**config.mk**
```make
export PLATFORM = sky130hd
export DESIGN_NAME = csb_unit
export DESIGN_NICKNAME = d
export VERILOG_FILES = /design/src/csb_pkg.sv /design/src/csb_unit.sv /design/src/csb_sub8.sv
export SDC_FILE = /design/constraint.sdc
export NUM_CORES = 1
export LEC_CHECK = 0
export BUFFER_PORTS_ARGS = -buffer_cell sky130_fd_sc_hd__buf_2
export CORE_MARGIN = 2
export CORE_UTILIZATION = 30
export CTS_BUF_LIST = sky130_fd_sc_hd__clkbuf_2 sky130_fd_sc_hd__clkbuf_4 sky130_fd_sc_hd__clkbuf_8
export DETAILED_ROUTE_END_ITERATION = 10
export SLEW_MARGIN = 15
export SYNTH_ARGS = -nofsm -noshare
export SYNTH_HDL_FRONTEND = slang
export SYNTH_SLANG_ARGS = --single-unit
```
**constraint.sdc**
```tcl
create_clock -name core_clk -period 1 [get_ports core_clk]
set_input_delay 0.15 -clock core_clk [delete_from_list [all_inputs] [get_ports core_clk]]
set_output_delay 0.15 -clock core_clk [all_outputs]
set_load 0.01 [all_outputs]
```
**src/csb_pkg.sv**
```systemverilog
// package for the compare, skip and branch unit
package csb_pkg;
	localparam int PC_W      = 16;
	localparam int OFF_W     = 7;
	localparam int SKIP_ONE  = 2;
	localparam int SKIP_TWO  = 3;
	localparam int STEP_ONE  = 1;
	// status register bit positions
	localparam int FLAG_C    = 0;
	localparam int FLAG_Z    = 1;
	localparam int FLAG_N    = 2;
	localparam int FLAG_V    = 3;
	localparam int FLAG_S    = 4;
	localparam int FLAG_H    = 5;
	localparam logic [7:0]      STATUS_RST = 8'h00;
	localparam logic [PC_W-1:0] PC_RST     = 16'h0000;

	typedef enum logic [3:0] {
		CSB_OP_NONE               = 4'h0,
		CSB_OP_COMPARE_WITH_CARRY = 4'h1,
		CSB_OP_COMPARE_IMMEDIATE  = 4'h2,
		CSB_OP_SKIP_REG_BIT_CLEAR = 4'h3,
		CSB_OP_SKIP_REG_BIT_SET   = 4'h4,
		CSB_OP_SKIP_IO_BIT_CLEAR  = 4'h5,
		CSB_OP_SKIP_IO_BIT_SET    = 4'h6,
		CSB_OP_BRANCH_FLAG_SET    = 4'h7,
		CSB_OP_BRANCH_FLAG_CLEAR  = 4'h8,
		CSB_OP_BRANCH_EQUAL       = 4'h9,
		CSB_OP_BRANCH_NOT_EQUAL   = 4'ha,
		CSB_OP_BRANCH_CARRY_SET   = 4'hb,
		CSB_OP_BRANCH_CARRY_CLEAR = 4'hc,
		CSB_OP_BRANCH_SAME_HIGHER = 4'hd,
		CSB_OP_BRANCH_LOWER       = 4'he,
		CSB_OP_BRANCH_MINUS       = 4'hf
	} csb_op_t;

	// one decoded instruction from the decoder
	typedef struct packed {
		logic             valid;
		csb_op_t          op;
		logic             signedGe;
		logic             branchPlus;
		logic [7:0]       regD;
		logic [7:0]       regR;
		logic [7:0]       imm;
		logic [2:0]       bitSel;
		logic [OFF_W-1:0] offset;
		logic             nextIsTwoWord;
	} csb_instr_t;

	// answer toward program counter and status register
	typedef struct packed {
		logic            done;
		logic            pcLoad;
		logic [PC_W-1:0] pcNext;
		logic            flagWrite;
		logic [7:0]      status;
	} csb_result_t;
endpackage

```
**src/csb_unit.sv**
```systemverilog
// compare, skip and branch execution unit
`timescale 1ns/10ps
module csb_unit
	import csb_pkg::*;
(
	// clock and reset
	input  wire logic         core_clk,
	input  wire logic         rst,
	// decoded instruction and core state
	input  wire csb_instr_t   instr,
	input  wire logic [PC_W-1:0] pcIn,
	input  wire logic [7:0]   statusIn,
	input  wire logic [7:0]   ioData,
	// results
	output csb_result_t       result
);
	////////////////////////////////////////////////////////////////////////
	// operation classes
	logic            isCmp;
	logic            isCarryCmp;
	logic            isSkip;
	logic            isBranch;
	logic            isNone;
	// compare datapath
	logic [7:0]      cmpStatus;
	logic [7:0]      subtrahend;
	logic            borrow;
	logic            chainZero;
	// skip and branch conditions
	logic            skipBit;
	logic            skipWant;
	logic            skip;
	logic [2:0]      branchIdx;
	logic            branchWant;
	logic            taken;
	// program counter candidates
	logic [PC_W-1:0] offsetExt;
	logic [PC_W-1:0] target;
	logic [PC_W-1:0] skipPc;
	logic [PC_W-1:0] stepPc;
	logic [PC_W-1:0] skipPick;
	logic [PC_W-1:0] branchPick;
	// next values of the answer
	logic            done_d;
	logic            pcLoad_d;
	logic [PC_W-1:0] pcNext_d;
	logic            flagWrite_d;
	logic [7:0]      status_d;
	// registered answer
	logic            done_q;
	logic            pcLoad_q;
	logic [PC_W-1:0] pcNext_q;
	logic            flagWrite_q;
	logic [7:0]      status_q;

	////////////////////////////////////////////////////////////////////////
	// helpers
	function automatic logic [PC_W-1:0] addPc(input logic [PC_W-1:0] pc, input int step);
		addPc = pc + step[PC_W-1:0];
	endfunction

	function automatic logic bitAt(input logic [7:0] word, input logic [2:0] sel);
		bitAt = word[sel];
	endfunction

	// true when the selected bit sits at the level that triggers the jump
	function automatic logic flagHit(input logic [7:0] word, input logic [2:0] sel,
		input logic want);
		flagHit = (bitAt(word, sel) == want);
	endfunction

	// offset sign-extended so backward branches reach lower addresses
	function automatic logic [PC_W-1:0] extendOffset(input logic [OFF_W-1:0] off);
		extendOffset = {{(PC_W-OFF_W){off[OFF_W-1]}}, off};
	endfunction

	////////////////////////////////////////////////////////////////////////
	// operation class decode
	always_comb begin
		isCmp = 1'b0;
		isCarryCmp = 1'b0;
		isSkip = 1'b0;
		isBranch = 1'b0;
		isNone = 1'b0;
		case (instr.op)
			CSB_OP_NONE: begin
				isNone = 1'b1;
			end

			CSB_OP_COMPARE_WITH_CARRY: begin
				isCmp = 1'b1;
				isCarryCmp = 1'b1;
			end

			CSB_OP_COMPARE_IMMEDIATE: begin
				isCmp = 1'b1;
			end

			CSB_OP_SKIP_REG_BIT_CLEAR,
			CSB_OP_SKIP_REG_BIT_SET,
			CSB_OP_SKIP_IO_BIT_CLEAR,
			CSB_OP_SKIP_IO_BIT_SET: begin
				isSkip = 1'b1;
			end

			default: begin
				// every remaining code is a branch
				isBranch = 1'b1;
			end
		endcase
	end

	////////////////////////////////////////////////////////////////////////
	// compare datapath
	// carry compare borrows C and chains Z; immediate swaps in the constant
	always_comb begin
		subtrahend = instr.regR;
		borrow = 1'b0;
		chainZero = 1'b1;
		if (isCarryCmp) begin
			borrow = statusIn[FLAG_C];
			chainZero = statusIn[FLAG_Z];
		end else if (isCmp) begin
			subtrahend = instr.imm;
		end
	end

	// one subtractor serves both compares
	csb_sub8 u_sub (
		.minuend    (instr.regD),
		.subtrahend (subtrahend),
		.borrowIn   (borrow),
		.chainZero  (chainZero),
		.statusIn   (statusIn),
		.statusOut  (cmpStatus)
	);

	////////////////////////////////////////////////////////////////////////
	// skip condition: which bit, and the level that skips
	always_comb begin
		skipBit = 1'b0;
		skipWant = 1'b1;
		case (instr.op)
			CSB_OP_SKIP_REG_BIT_CLEAR: begin
				skipBit = bitAt(instr.regR, instr.bitSel);
				skipWant = 1'b0;
			end

			CSB_OP_SKIP_REG_BIT_SET: begin
				skipBit = bitAt(instr.regR, instr.bitSel);
				skipWant = 1'b1;
			end

			CSB_OP_SKIP_IO_BIT_CLEAR: begin
				skipBit = bitAt(ioData, instr.bitSel);
				skipWant = 1'b0;
			end

			CSB_OP_SKIP_IO_BIT_SET: begin
				skipBit = bitAt(ioData, instr.bitSel);
				skipWant = 1'b1;
			end

			default: begin
				skipBit = 1'b0;
				skipWant = 1'b1;
			end
		endcase
	end

	assign skip = isSkip && (skipBit == skipWant);

	////////////////////////////////////////////////////////////////////////
	// branch condition: which status bit, and the level that takes the branch
	always_comb begin
		branchIdx = 3'(FLAG_Z);
		branchWant = 1'b1;
		case (instr.op)
			CSB_OP_BRANCH_FLAG_SET: begin
				branchIdx = instr.bitSel;
				branchWant = 1'b1;
			end

			CSB_OP_BRANCH_FLAG_CLEAR: begin
				// signed-ge and plus share this code and test N as printed, not N^V
				if (instr.signedGe || instr.branchPlus) begin
					branchIdx = 3'(FLAG_N);
				end else begin
					branchIdx = instr.bitSel;
				end
				branchWant = 1'b0;
			end

			CSB_OP_BRANCH_EQUAL: begin
				branchIdx = 3'(FLAG_Z);
				branchWant = 1'b1;
			end

			CSB_OP_BRANCH_NOT_EQUAL: begin
				branchIdx = 3'(FLAG_Z);
				branchWant = 1'b0;
			end

			CSB_OP_BRANCH_CARRY_SET: begin
				branchIdx = 3'(FLAG_C);
				branchWant = 1'b1;
			end

			CSB_OP_BRANCH_CARRY_CLEAR: begin
				branchIdx = 3'(FLAG_C);
				branchWant = 1'b0;
			end

			CSB_OP_BRANCH_SAME_HIGHER: begin
				branchIdx = 3'(FLAG_C);
				branchWant = 1'b0;
			end

			CSB_OP_BRANCH_LOWER: begin
				branchIdx = 3'(FLAG_C);
				branchWant = 1'b1;
			end

			CSB_OP_BRANCH_MINUS: begin
				branchIdx = 3'(FLAG_N);
				branchWant = 1'b1;
			end

			default: begin
				branchIdx = 3'(FLAG_Z);
				branchWant = 1'b1;
			end
		endcase
	end

	assign taken = isBranch && flagHit(statusIn, branchIdx, branchWant);

	////////////////////////////////////////////////////////////////////////
	// program counter candidates
	always_comb begin
		offsetExt = extendOffset(instr.offset);
		target = pcIn + offsetExt + PC_W'(STEP_ONE);
		skipPc = instr.nextIsTwoWord ? addPc(pcIn, SKIP_TWO)
			: addPc(pcIn, SKIP_ONE);
		stepPc = addPc(pcIn, STEP_ONE);
	end

	// skip pick: two or three words ahead when the condition holds, else one
	always_comb begin
		skipPick = stepPc;
		if (skip) begin
			skipPick = skipPc;
		end
	end

	// branch pick: relative target when taken, else fall through
	always_comb begin
		branchPick = stepPc;
		if (taken) begin
			branchPick = target;
		end
	end

	////////////////////////////////////////////////////////////////////////
	// next answer; an empty slot answers nothing
	always_comb begin
		done_d = 1'b0;
		pcLoad_d = 1'b0;
		flagWrite_d = 1'b0;
		if (instr.valid) begin
			done_d = 1'b1;
			// compares leave the program counter to the core's own increment
			pcLoad_d = ~(isNone | isCmp);
			flagWrite_d = isCmp;
		end
	end

	always_comb begin
		pcNext_d = '0;
		if (instr.valid && isSkip) begin
			pcNext_d = skipPick;
		end else if (instr.valid && isBranch) begin
			pcNext_d = branchPick;
		end
	end

	always_comb begin
		// skips and branches pass the flags through untouched
		status_d = statusIn;
		if (instr.valid && isCmp) begin
			status_d = cmpStatus;
		end
	end

	////////////////////////////////////////////////////////////////////////
	// registered answer; one cycle latency keeps outputs glitch free
	always_ff @(posedge core_clk or posedge rst) begin
		if (rst) begin
			done_q <= 1'b0;
		end else begin
			done_q <= done_d;
		end
	end

	always_ff @(posedge core_clk or posedge rst) begin
		if (rst) begin
			pcLoad_q <= 1'b0;
		end else begin
			pcLoad_q <= pcLoad_d;
		end
	end

	always_ff @(posedge core_clk or posedge rst) begin
		if (rst) begin
			pcNext_q <= PC_RST;
		end else begin
			pcNext_q <= pcNext_d;
		end
	end

	always_ff @(posedge core_clk or posedge rst) begin
		if (rst) begin
			flagWrite_q <= 1'b0;
		end else begin
			flagWrite_q <= flagWrite_d;
		end
	end

	always_ff @(posedge core_clk or posedge rst) begin
		if (rst) begin
			status_q <= STATUS_RST;
		end else begin
			status_q <= status_d;
		end
	end

	////////////////////////////////////////////////////////////////////////
	// output assembly, straight from the registers
	always_comb begin
		result.done = done_q;
		result.pcLoad = pcLoad_q;
		result.pcNext = pcNext_q;
		result.flagWrite = flagWrite_q;
		result.status = status_q;
	end
endmodule

```
**src/csb_sub8.sv**
```systemverilog
// 8-bit subtractor with borrow and flag generation
`timescale 1ns/10ps
module csb_sub8
	import csb_pkg::*;
(
	// operands
	input  wire logic [7:0] minuend,
	input  wire logic [7:0] subtrahend,
	input  wire logic       borrowIn,
	input  wire logic       chainZero,
	input  wire logic [7:0] statusIn,
	// flags out
	output logic [7:0]      statusOut
);
	logic [8:0] diff;
	logic [7:0] r;
	logic       c;
	logic       h;
	logic       v;
	logic       n;
	logic       z;

	always_comb begin
		diff = {1'b0, minuend} - {1'b0, subtrahend} - {8'h00, borrowIn};
		r = diff[7:0];
		c = (~minuend[7] & subtrahend[7]) | (subtrahend[7] & r[7]) | (r[7] & ~minuend[7]);
		h = (~minuend[3] & subtrahend[3]) | (subtrahend[3] & r[3]) | (r[3] & ~minuend[3]);
		v = (minuend[7] & ~subtrahend[7] & ~r[7]) | (~minuend[7] & subtrahend[7] & r[7]);
		n = r[7];
		// zero is chained so a multi-byte compare only stays zero if all bytes were
		z = (r == 8'h00) & chainZero;
		statusOut = statusIn;
		statusOut[FLAG_C] = c;
		statusOut[FLAG_H] = h;
		statusOut[FLAG_V] = v;
		statusOut[FLAG_N] = n;
		statusOut[FLAG_Z] = z;
		statusOut[FLAG_S] = n ^ v;
	end
endmodule

```
* After elaboration in Yosys (flattened, before gate mapping)
Cells that the tools add are included.
Operators by class: add/sub/neg operators 7, $lt $le $gt $ge 2, equal/unequal tests 16, muxes and demuxes 29, bitwise gates (word level) 22, reductions and logical operators 16
Operators by type and width (count):
- 2-to-1 mux 16 bit | 5
- adder 16 x 1 -> 16 bit (second input constant) | 2
- adder 16 x 2 -> 16 bit (second input constant) | 2
- equality test 4 bit (second input constant) | 7
- adder 16 bit | 1
- equality test 4 x 3 -> 1 bit (second input constant) | 4
- 2-to-1 mux 8 bit | 2
- 2-to-1 mux 1 bit | 15
- case mux 3 bit (4 select lines) | 1
- OR reduction 4 bit | 3
- bitwise AND 1 bit | 10
- binary-select mux 1 bit (select 3 bit) | 3
- equality test 4 x 2 -> 1 bit (second input constant) | 2
- logical NOT 8 bit | 1
- < comparator 3 x 4 -> 1 bit (second input constant) | 2
- OR reduction 2 bit | 4
- subtractor 8 x 1 -> 8 bit | 1
- subtractor 8 bit | 1
- OR reduction 7 bit | 1
- 2-to-1 mux 6 bit | 1
- bitwise OR 1 bit | 6
- logical AND 1 bit | 5
- NOT 1 bit | 5
- equality test 4 x 1 -> 1 bit (second input constant) | 1
- 6 further kinds | 7
Storage, ports and cells: bits in registers 27, input port bits 76, output and inout bits 27, logic and storage cells 97

* Logic depth before layout (Yosys ltp)
Gate-level depths: netlist of run 1.
word-level depth 12, gate-level depth with buffers 15, gate-level depth less buffers 14

* Cells and area by module
From an unflattened synthesis of run 1, not the netlist that was laid out.
Second synthesis, totals: cells, all modules 427, area, all modules 3696.0 um^2
Modules (own cells, without submodules):
- csb_unit | instances 1, cells an instance 341, area each 3076.7 um^2, seq. area each 675.6 um^2
- csb_sub8 | instances 1, cells an instance 86, area each 619.3 um^2, seq. area each 0.0 um^2

* Worst setup path before layout of run 1
Ideal clock, no wire load.
kind in2reg, start point input instr[38] in the netlist's numbering, end point register status_q[1], data arrival time 3869 ps, required time 922 ps, slack -2947 ps, stages 14, path buffers 1, path through clkbuf_1 > inv_1 > nor4_2 > mux2_2 > fa_1 > fa_1 > nand2_1 > a21oi_1 > o21bai_1 > a21oi_1 > xnor2_1 > or4_1 > or3_1 > a21oi_1
Between the ends: cells in the longest elaborated chain, start to end 10
Ends and longest elaborated chain:
- start, declared | line csb_unit.sv:10 | input wire csb_instr_t instr,
- equality test 4 x 2 -> 1 bit or equality test 4 x 1 -> 1 bit (tied branches) | line csb_unit.sv:85 | case (instr.op)
- OR reduction 2 bit (no line)
- 2-to-1 mux 1 bit | line csb_unit.sv:85
- 2-to-1 mux 8 bit | line csb_unit.sv:123 | end else if (isCmp) begin
- 2-to-1 mux 8 bit | line csb_unit.sv:120 | if (isCarryCmp) begin
- subtractor 8 bit | line csb_sub8.sv:24 | diff = {1'b0, minuend} - {1'b0, subtrahend} - {8'h00, borrowIn};
- subtractor 8 x 1 -> 8 bit | line csb_sub8.sv:24
- logical NOT 8 bit | line csb_sub8.sv:31 | z = (r == 8'h00) & chainZero;
- bitwise AND 1 bit | line csb_sub8.sv:31
- 2-to-1 mux 6 bit * | line csb_unit.sv:290 | if (instr.valid && isCmp) begin
- via status_d[1] | line csb_unit.sv:48 | logic [7:0] status_d;
- end signal, assigned | line csb_unit.sv:333 | status_q <= status_d;
- end, declared | line csb_unit.sv:54 | logic [7:0] status_q;
The timed path passes the listed nets; every way through them passes the cells marked *.

* Worst setup path in the final report of run 1
start point input instr[40] in the netlist's numbering, end point register status_q[1]
Same word-level chain as after synthesis.

==> results of run 1 <==
[worst max-delay path, cell delays in order]
cell and delay, ns:
buf_8 0.10, nor4_4 0.39, mux2_4 0.34, fa_2 0.36
fa_2 0.38, nand2_2 0.08, a21oi_2 0.06, o21bai_1 0.13
a21oi_1 0.09, xnor2_1 0.13, or4_1 0.50, or3_1 0.33
a21oi_2 0.12
[placed cells by master (no fill, tap or decap), types with 4 or more instances in the layout]
cell type and n:
buf_4 122, buf_2 99, inv_1 32, ha_1 29, xnor2_1 28, dfrtp_1 27
nor2_1 24, mux2i_1 22, nand2_1 22, o21ai_0 16, o211ai_1 14, xor2_1 14
a21oi_1 12, nand4_1 12, nand3_1 12, o22ai_1 10, o21a_1 9, mux2_2 7
buf_6 6, and3_1 5, nand2b_1 5, a21o_1 5, nor3_1 5, buf_12 5
mux2_4 4, nor2b_1 4, a31o_2 4, a21oi_2 4
[sequential cells by signal (all words and copies together), names as in the netlist]
name,flops
status_q,8
pcNext_q,16
done_q,1
pcLoad_q,1
flagWrite_q,1
[metal layers]
| layer | up-vias | share of wire |
|---|---|---|
| li1 | 2006 | - |
| met1 | 1861 | 0.44 |
| met2 | 121 | 0.50 |
| met3 | 13 | 0.043 |
| met4 | 0 | 0.016 |
| met5 | - | 0 |
[kinds of logic after synthesis]
family	after synthesis	share of synthesized area
flops	27	0.1844
buf+inv	55	0.06794
simple gates	124	0.1813
fa+ha+maj	36	0.1291
xor+xnor	45	0.1075
compound gates	107	0.2206
mux	35	0.1093
[power by group through the flow]
stage | sequential, W | combinational [W] | clock (W)
floorplan | 0.00128 | 0.00134 | 0
global placement | 0.00123 | 0.00241 | 0
detailed placement | 0.00123 | 0.00246 | 0
CTS | 0.00121 | 0.00275 | 0.000687
global route | 0.00122 | 0.00301 | 0.000729
finish | 0.00121 | 0.00275 | 0.000670
[how the worst min path moves through the flow]
stage	start	end	cells past startpoint
after floorplan	instr[41]	done_q	0
after global placement	rst	pcNext_q[4]	3
after detailed placement	rst	pcNext_q[2]	3
after CTS	statusIn[2]	status_q[2]	3
after global routing	statusIn[2]	status_q[2]	3
final	statusIn[2]	status_q[2]	3
[timing repair]
item | in CTS | in global routing
setup buffers | 12 | 1
endpoints found under the setup margin | 22 | 22
pin swaps | 20 | 12
gates resized for setup | 46 | 6
hold endpoints to repair | 29 | 0
gates cloned | 1 | 0
hold buffers | 3 | 0
[metrics by stage]
step	util	setup TNS [ns]	instances	setup slack [ns]
6_report	0.4740	-33.15	798	-1.927
3_5_place_dp	0.4385	-43.75	780	-2.290
4_1_cts	0.4731	-34.60	799	-1.886
5_1_grt	0.4740	-35.42	798	-2.028
3_3_place_gp	0.4385	-42.77	780	-2.236
2_1_floorplan	-	-34.70	429	-2.350
[cell type report]
cell class | count | area [um^2]
clock buffer | 3 | 41.29
clock inverter | 1 | 5.005
fill | 1138 | 6292
inverter | 35 | 138.9
multi-input combinational | 347 | 2958
sequential | 27 | 675.6
tap | 147 | 183.9
timing repair buffer | 238 | 1667
==> impl_metrics.env, run 1 <==
export IMPL_status="finished with violations"
export IMPL_violations="negative setup slack"
export IMPL_cts_made_buffers=3
export IMPL_die_x_um=114.5
export IMPL_core_um2=11960
export IMPL_grtUsageMet1=0.2206
export IMPL_nets=764
export IMPL_yosysTopAreaCell="dfrtp_1"
export IMPL_cts_sinks=27
export IMPL_cts_tree="done"
export IMPL_grt_use_met3=0.01323
export IMPL_syn_inst=429
export IMPL_max_slew_worst_pin_slew_ns=0.4199
export IMPL_relSlewSlack=0.7164
export IMPL_synth_area_per_cell_um2=8.543
export IMPL_io_buffers=102
export IMPL_power_density_nw_per_um2=817.1
export IMPL_path_clk_slew_ns=0.10
export IMPL_crit_path_max_fanout=3
export IMPL_placed_area_um2=5245
export IMPL_yosysWarnings=0
export IMPL_crit_path_end="status_q[1]"
export IMPL_initial_core_util=0.3064
export IMPL_htree_num_levels=1
export IMPL_grt_ovfl_total=0
export IMPL_syn_area_um2=3665
export IMPL_crit_path_end_kind="flop"
export IMPL_stdcell_area_um2=5669
export IMPL_synthTopCellsByArea="dfrtp_1 (18%), ha_1 (11%), xnor2_1 (6.9%)"
export IMPL_grt_usage=0.1765
export IMPL_synth_main_ff_cell="dfrtp_1"
export IMPL_wl_um=11450
export IMPL_cp_required_ns=1.23
export IMPL_grt_pass1_wl_um=18770
export IMPL_io_pins=103
export IMPL_p_leak_nw=2.773
export IMPL_intPower_w=0.002926
export IMPL_syn_num_nets=541
export IMPL_startpoint_type="input pin"
export IMPL_power_w=0.004632
export IMPL_p_comb_frac=0.594
export IMPL_setup_viol=22
export IMPL_ys_seq_area_frac=0.1844
export IMPL_firstDrtPassIters=4
export IMPL_grt_pass1_vias=4063
export IMPL_min_period_ns=2.927
export IMPL_worstPathArrival_ns=3.15
export IMPL_fin_ws_ns=-1.927
export IMPL_antenna_found_initial=0
export IMPL_drc=0
export IMPL_netlist_top_cells_count="inv_1 (35), ha_1 (33), xnor2_1 (29), dfrtp_1 (27), nand2_1 (25)"
export IMPL_fp_dieH_um=114.5
export IMPL_min_path_type="input pin to flop"
export IMPL_use_met2=0.3250
export IMPL_synth_seq_cells=27
export IMPL_busiest_layer="met2"
export IMPL_drive_gt1_frac=0.4654
export IMPL_vias=4001
export IMPL_yosysMostFrequentCell="inv_1"
export IMPL_via_per_inst=5.014
export IMPL_timing_hold_violations_final=0
export IMPL_antenna_cells=0
export IMPL_synth_async_reset_ratio=1.000
export IMPL_max_freq_mhz=341.6
export IMPL_critPathLaunch="instr[40]"
export IMPL_die_area_um2=13120
export IMPL_area_growth_synth_to_final_pct=54.69
export IMPL_p_seq_frac=0.261
export IMPL_ir_worst_vdd_mv=0.3787
export IMPL_cts_root_buf="clkbuf_8"
export IMPL_final_antenna_net_count=0
export IMPL_power_frac_clock=0.145
export IMPL_ys_types=65
export IMPL_rows=40
export IMPL_wire_per_inst_um=14.35
export IMPL_synth_top_area_frac=0.1844
export IMPL_gp_congestion=0.8272
export IMPL_clk_path_buf_depth=2
export IMPL_cap_violations=0
export IMPL_switching_power_w=0.001706
export IMPL_fin_hold_ws_ns=0.08065
export IMPL_timing_final_crit_share=2.927
export IMPL_swShare=0.3684
export IMPL_synth_edf_count=0
export IMPL_slew_viol_final=0
export IMPL_rsz0062_at_grt="true"
export IMPL_dpl_hpwl_um=9221
export IMPL_first_iter_violations=178
export IMPL_grt_max_degree=28
export IMPL_path_class="input pin to flop"
(Power assumes the default switching activity.)
==> inputs of run 2 (changes only) <==
--- a/config.mk
+++ b/config.mk
@@ -5,11 +5,12 @@
 export SDC_FILE = /design/constraint.sdc
 export NUM_CORES = 1
 export LEC_CHECK = 0
-export BUFFER_PORTS_ARGS = -buffer_cell sky130_fd_sc_hd__buf_2
+export BUFFER_PORTS_ARGS = -buffer_cell sky130_fd_sc_hd__clkbuf_2
 export CORE_MARGIN = 2
-export CORE_UTILIZATION = 30
+export CORE_UTILIZATION = 45
 export CTS_BUF_LIST = sky130_fd_sc_hd__clkbuf_2 sky130_fd_sc_hd__clkbuf_4 sky130_fd_sc_hd__clkbuf_8
 export DETAILED_ROUTE_END_ITERATION = 10
+export PLACE_DENSITY = 0.7
 export SLEW_MARGIN = 15
 export SYNTH_ARGS = -nofsm -noshare
 export SYNTH_HDL_FRONTEND = slang
==> constraint.sdc (replaced) <==
create_clock -name core_clk -period 1 [get_ports core_clk]
set_input_delay 0.2 -clock core_clk [delete_from_list [all_inputs] [get_ports core_clk]]
set_output_delay 0.2 -clock core_clk [all_outputs]
set_load 0.01 [all_outputs]
==> run 2 against run 1 <==
Sequential power about the same. Largest cell class unchanged. Critical endpoint unchanged. Sequential share of layout area is 0.24 points lower. Routed wire length rose by 8.9%. Via count rose by 4.7%. Maximum frequency is 4.8% lower. Non-clock buffer count rose by 10. Highest routed layer unchanged. The run still ends with negative setup slack left. Combinational power up 7.6%.
==> impl_metrics.env, run 2 (synthesis gave the netlist of run 1 again) <==
export IMPL_status="finished with violations"
export IMPL_violations="negative setup slack"
export IMPL_io_buffers=102
export IMPL_first_iter_violations=192
export IMPL_dpl_worst_slack_ns=-2.361
export IMPL_worstPathArrival_ns=3.29
export IMPL_cp_slowest_cell="or4_1"
export IMPL_mostFrequentLayoutCells="buf_4 (133), clkbuf_2 (94), inv_1 (29)"
export IMPL_min_path_type="input pin to flop"
export IMPL_p_leak_nw=2.864
export IMPL_antenna_found_initial=0
export IMPL_rows=32
export IMPL_die_x_um=94.25
export IMPL_power_w=0.004850
export IMPL_grt_pass1_vias=4361
export IMPL_timing_final_crit_share=3.074
export IMPL_firstDrtPassIters=4
export IMPL_startpoint_type="input pin"
export IMPL_drc=0
export IMPL_crit_family="simple AND/OR/NAND/NOR gates"
export IMPL_timing_hold_violations_final=0
export IMPL_via_per_inst=5.491
export IMPL_placed_cells=741
export IMPL_path_cells="buf_8 > inv_8 > nor4_4 > mux2_4 > fa_2 > fa_2 > nand2_2 > a21oi_4 > o21bai_1 > a21oi_2 > xnor2_1 > or4_1 > or3_1 > a21oi_1"
export IMPL_min_period_ns=3.074
export IMPL_cts_tree="done"
export IMPL_largest_reg_flops=16
export IMPL_final_antenna_net_count=0
export IMPL_finalSetupTns_ns=-36.19
export IMPL_cts_made_buffers=3
export IMPL_gp_congestion=0.8597
export IMPL_cts_sinks=27
export IMPL_wire_per_inst_um=16.35
export IMPL_final_cells=763
export IMPL_antenna_cells=0
export IMPL_grt_ovfl_total=0
export IMPL_fin_ws_ns=-2.074
export IMPL_power_density_nw_per_um2=838.5
export IMPL_slew_viol_final=0
export IMPL_initial_core_util=0.4694
export IMPL_htree_num_levels=1
export IMPL_regMostFlops="pcNext_q"
export IMPL_area_growth_synth_to_final_pct=57.84
export IMPL_cp_required_ns=1.22
export IMPL_rsz0062_at_grt="true"
export IMPL_vias=4190
export IMPL_fin_util=0.7409
export IMPL_relSlewSlack=0.6931
export IMPL_grt_max_degree=28
export IMPL_core_um2=7807
export IMPL_io_pins=103
export IMPL_die_area_um2=8882
export IMPL_path_clk_slew_ns=0.11
export IMPL_grt_usage=0.2740
export IMPL_cts_root_buf="clkbuf_8"
export IMPL_nFillCells=592
export IMPL_fp_dieH_um=94.25
export IMPL_setup_viol=23
export IMPL_clk_path_buf_depth=2
export IMPL_drive_gt1_frac=0.4932
export IMPL_ir_worst_vdd_mv=0.5822
export IMPL_path_class="input pin to flop"
export IMPL_max_slew_worst_pin_slew_ns=0.4539
export IMPL_max_stage_delay_ns=0.51
export IMPL_cap_violations=0
export IMPL_path_common_cell="fa_2"
export IMPL_dpl_hpwl_um=9225
export IMPL_wl_um=12470
export IMPL_nets=774
export IMPL_crit_path_max_fanout=3
export IMPL_top_regs="pcNext_q: 16 flops, status_q: 8 flops"
export IMPL_max_freq_mhz=325.3
export IMPL_layout_commonest_cell="buf_4"
export IMPL_crit_path_end_kind="flop"
export IMPL_path_buf_inv=2
export IMPL_grt_pass1_wl_um=19580
run 2: final timing paths:
path / startpoint / endpoint / slack (ns) / cells past startpoint
max in group asynchronous: rst / pcNext_q[12] / 0.38 / 4
min in group asynchronous: rst / pcNext_q[2] / 0.46 / 4
worst min-delay path: statusIn[7] / status_q[7] / 0.13 / 2
worst max-delay path: instr[38] / status_q[1] / -2.07 / 14
run 2: cell type report:
class	count	area, um^2	share of cell area
well taps	102	127.6	0.02206
clock inverters	1	7.507	0.001298
multi-input cells	347	3048	0.5269
flip-flops and latches	27	675.6	0.1168
clock buffers	3	41.29	0.007138
repair buffers	248	1740	0.3009
inverters	35	143.9	0.02488
run 2: power by group:
part	total, W	leakage (nW)	internal [W]	switching, W
combinational	0.00296	2.50	0.00155	0.00141
clock	0.000675	0.0217	0.000284	0.000391
sequential	0.00121	0.340	0.00119	0.0000290
run 2: per-layer routing:
| layer | vias to the layer above | GRT usage | share of wire |
|---|---|---|---|
| li1 | 2034 | - | - |
| met2 | 147 | 0.5315 | 0.53 |
| met1 | 1975 | 0.3149 | 0.39 |
| met4 | 0 | 0.07367 | 0.032 |
| met5 | - | 0 | 0 |
| met3 | 34 | 0.02729 | 0.046 |
run 2: stage by stage:
stage / cell area (um^2) / hold slack (ns)
final: 5784 / 0.1265
after global routing: 5784 / 0.1312
after CTS: 5595 / 0.1260
after detailed placement: 5221 / 0.2288
after global placement: 5221 / 0.2223
after floorplan: 3740 / 0.2314
run 2: timing repair:
| action | CTS | global route |
|---|---|---|
| hold buffers | 1 | 0 |
| setup buffers | 13 | 6 |
| setup endpoints to repair | 23 | 44 |
| endpoints found under the hold margin | 27 | 0 |
| gates resized for setup | 43 | 36 |
| pin swaps | 17 | 28 |
| gates cloned | 1 | 0 |
==> inputs of run 3 (changes only) <==
--- a/config.mk
+++ b/config.mk
@@ -6,11 +6,10 @@
 export NUM_CORES = 1
 export LEC_CHECK = 0
 export BUFFER_PORTS_ARGS = -buffer_cell sky130_fd_sc_hd__clkbuf_2
-export CORE_MARGIN = 2
-export CORE_UTILIZATION = 45
+export CAP_MARGIN = 20
+export CORE_UTILIZATION = 35
 export CTS_BUF_LIST = sky130_fd_sc_hd__clkbuf_2 sky130_fd_sc_hd__clkbuf_4 sky130_fd_sc_hd__clkbuf_8
 export DETAILED_ROUTE_END_ITERATION = 10
-export PLACE_DENSITY = 0.7
 export SLEW_MARGIN = 15
 export SYNTH_ARGS = -nofsm -noshare
 export SYNTH_HDL_FRONTEND = slang
==> run 3 against run 2 <==
The flow still finishes with violations (negative setup slack). Final cell count increased by 3.5%. Flip-flop and latch count unchanged. Clock power increased by 3%. First-iteration DRC count decreased by 49%. Worst setup slack improved by 0.071 ns. Final area decreased by 1.7%. Power decreased by 3.9%. Largest cell class unchanged.
==> impl_metrics.env, run 3 (synthesis gave the netlist of run 1 again) <==
export IMPL_min_period_ns=3.002
export IMPL_ir_worst_vdd_mv=0.4931
export IMPL_final_antenna_net_count=0
export IMPL_mostFrequentLayoutCells="buf_4 (132), clkbuf_2 (98), inv_1 (30)"
export IMPL_setup_viol=26
export IMPL_die_area_um2=10880
export IMPL_drive_gt1_frac=0.4795
export IMPL_dpl_hpwl_um=8918
export IMPL_timing_hold_violations_final=0
export IMPL_fin_util=0.5710
export IMPL_nets=770
export IMPL_relSlewSlack=0.6962
export IMPL_status="finished with violations"
export IMPL_antenna_found_initial=0
export IMPL_crit_family="simple AND/OR/NAND/NOR gates"
export IMPL_placed_cells=776
export IMPL_cts_root_buf="clkbuf_8"
export IMPL_power_density_nw_per_um2=819.8
export IMPL_p_leak_nw=2.820
export IMPL_cap_violations=0
export IMPL_area_growth_synth_to_final_pct=55.10
export IMPL_timing_final_crit_share=3.002
export IMPL_stdcell_area_um2=5684
export IMPL_hold_start="statusIn[6]"
export IMPL_rsz0062_at_grt="true"
export IMPL_violations="negative setup slack"
export IMPL_grt_ovfl_total=0
export IMPL_cts_made_buffers=3
export IMPL_min_path_type="input pin to flop"
export IMPL_final_cells=790
export IMPL_grt_usage=0.2039
export IMPL_layout_commonest_cell="buf_4"
export IMPL_top_regs="pcNext_q: 16 flops, status_q: 8 flops"
export IMPL_max_slew_worst_pin_slew_ns=0.4530
export IMPL_die_x_um=104.3
export IMPL_wire_per_inst_um=14.19
export IMPL_gp_congestion=0.8668
export IMPL_firstDrtPassIters=4
export IMPL_startpoint_type="input pin"
export IMPL_crit_path_max_fanout=3
export IMPL_cp_required_ns=1.22
export IMPL_grt_pass1_vias=4056
export IMPL_antenna_cells=0
export IMPL_htree_num_levels=1
export IMPL_rows=36
export IMPL_path_buf_inv=1
export IMPL_via_per_inst=5.054
export IMPL_clk_path_buf_depth=2
export IMPL_first_iter_violations=97
export IMPL_fp_dieH_um=104.3
export IMPL_power_w=0.004660
export IMPL_cp_depth=13
export IMPL_crit_path_end_kind="flop"
export IMPL_cp_slowest_cell="or4_1"
export IMPL_regMostFlops="pcNext_q"
export IMPL_max_stage_delay_ns=0.50
export IMPL_io_buffers=102
export IMPL_io_pins=103
export IMPL_slew_viol_final=0
export IMPL_wl_um=11210
export IMPL_placed_area_um2=5303
export IMPL_grt_pass1_wl_um=18420
export IMPL_min_path_cells=2
export IMPL_path_cells="buf_8 > nor4_4 > mux2_4 > fa_2 > fa_2 > nand2_2 > a21oi_2 > o21bai_1 > a21oi_2 > xnor2_1 > or4_1 > or3_1 > a21oi_1"
export IMPL_largest_reg_flops=16
export IMPL_path_class="input pin to flop"
export IMPL_fin_ws_ns=-2.002
export IMPL_max_freq_mhz=333.1
export IMPL_drc=0
export IMPL_cts_tree="done"
export IMPL_worstPathArrival_ns=3.23
export IMPL_path_clk_slew_ns=0.11
export IMPL_core_um2=9955
export IMPL_vias=3993
export IMPL_initial_core_util=0.3681
export IMPL_min_to="status_q[6]"
export IMPL_grt_max_degree=28
export IMPL_cts_sinks=27
-- run 3: cell types whose count changed in the layout (fill, tap and decap cells not counted), moves of 2 or more --
cell and delta:
buf_2 -3, buf_6 -2, clkbuf_2 +4, clkbuf_8 -2, ha_1 +2, o21ai_2 -2
-- run 3: per-stage QoR --
step           hold WS, ns  setup TNS (ns)  setup WS, ns
3_5_place_dp        0.2298          -44.85        -2.377
6_report            0.1234          -36.11        -2.002
4_1_cts             0.1143          -36.36        -1.905
3_3_place_gp        0.2272          -44.18        -2.327
2_1_floorplan       0.2314          -35.80        -2.400
5_1_grt             0.1136          -38.90        -2.068
-- run 3: repair_timing --
action,CTS,global route
hold buffers,1,0
resized for setup,30,30
hold endpoints to repair,27,0
pin swaps,5,18
buffers inserted,3,6
setup endpoints to repair,35,49
-- run 3: report_power, final --
group | total, W | switching, W | internal (W)
registers | 0.00121 | 0.0000272 | 0.00119
logic | 0.00275 | 0.00128 | 0.00147
clock network | 0.000694 | 0.000412 | 0.000281
-- run 3: area by class of cell --
type	count	area, um^2
Clock buffer	3	41.29
Clock inverter	1	5.005
Fill cell	912	4270
Inverter	35	141.4
Multi-Input combinational cell	347	2979
Sequential cell	27	675.6
Tap cell	133	166.4
Timing Repair Buffer	244	1675
-- run 3: worst max-delay path by stage --
stage	from	slack, ns	to
6_report	instr[40]	-2.00	status_q[1]
3_3_place_gp	instr[38]	-2.33	status_q[1]
5_1_grt	instr[40]	-2.07	status_q[1]
4_1_cts	instr[40]	-1.91	status_q[1]
3_5_place_dp	instr[38]	-2.38	status_q[4]
2_1_floorplan	instr[38]	-2.40	status_q[1]
-- run 3: layer usage --
metal,vias to the layer above,routed length (um),GRT usage
met5,-,0,0
met4,0,89,0.04388
met3,6,414,0.02506
met2,91,5868,0.3813
met1,1872,4840,0.2463
li1,2024,-,-
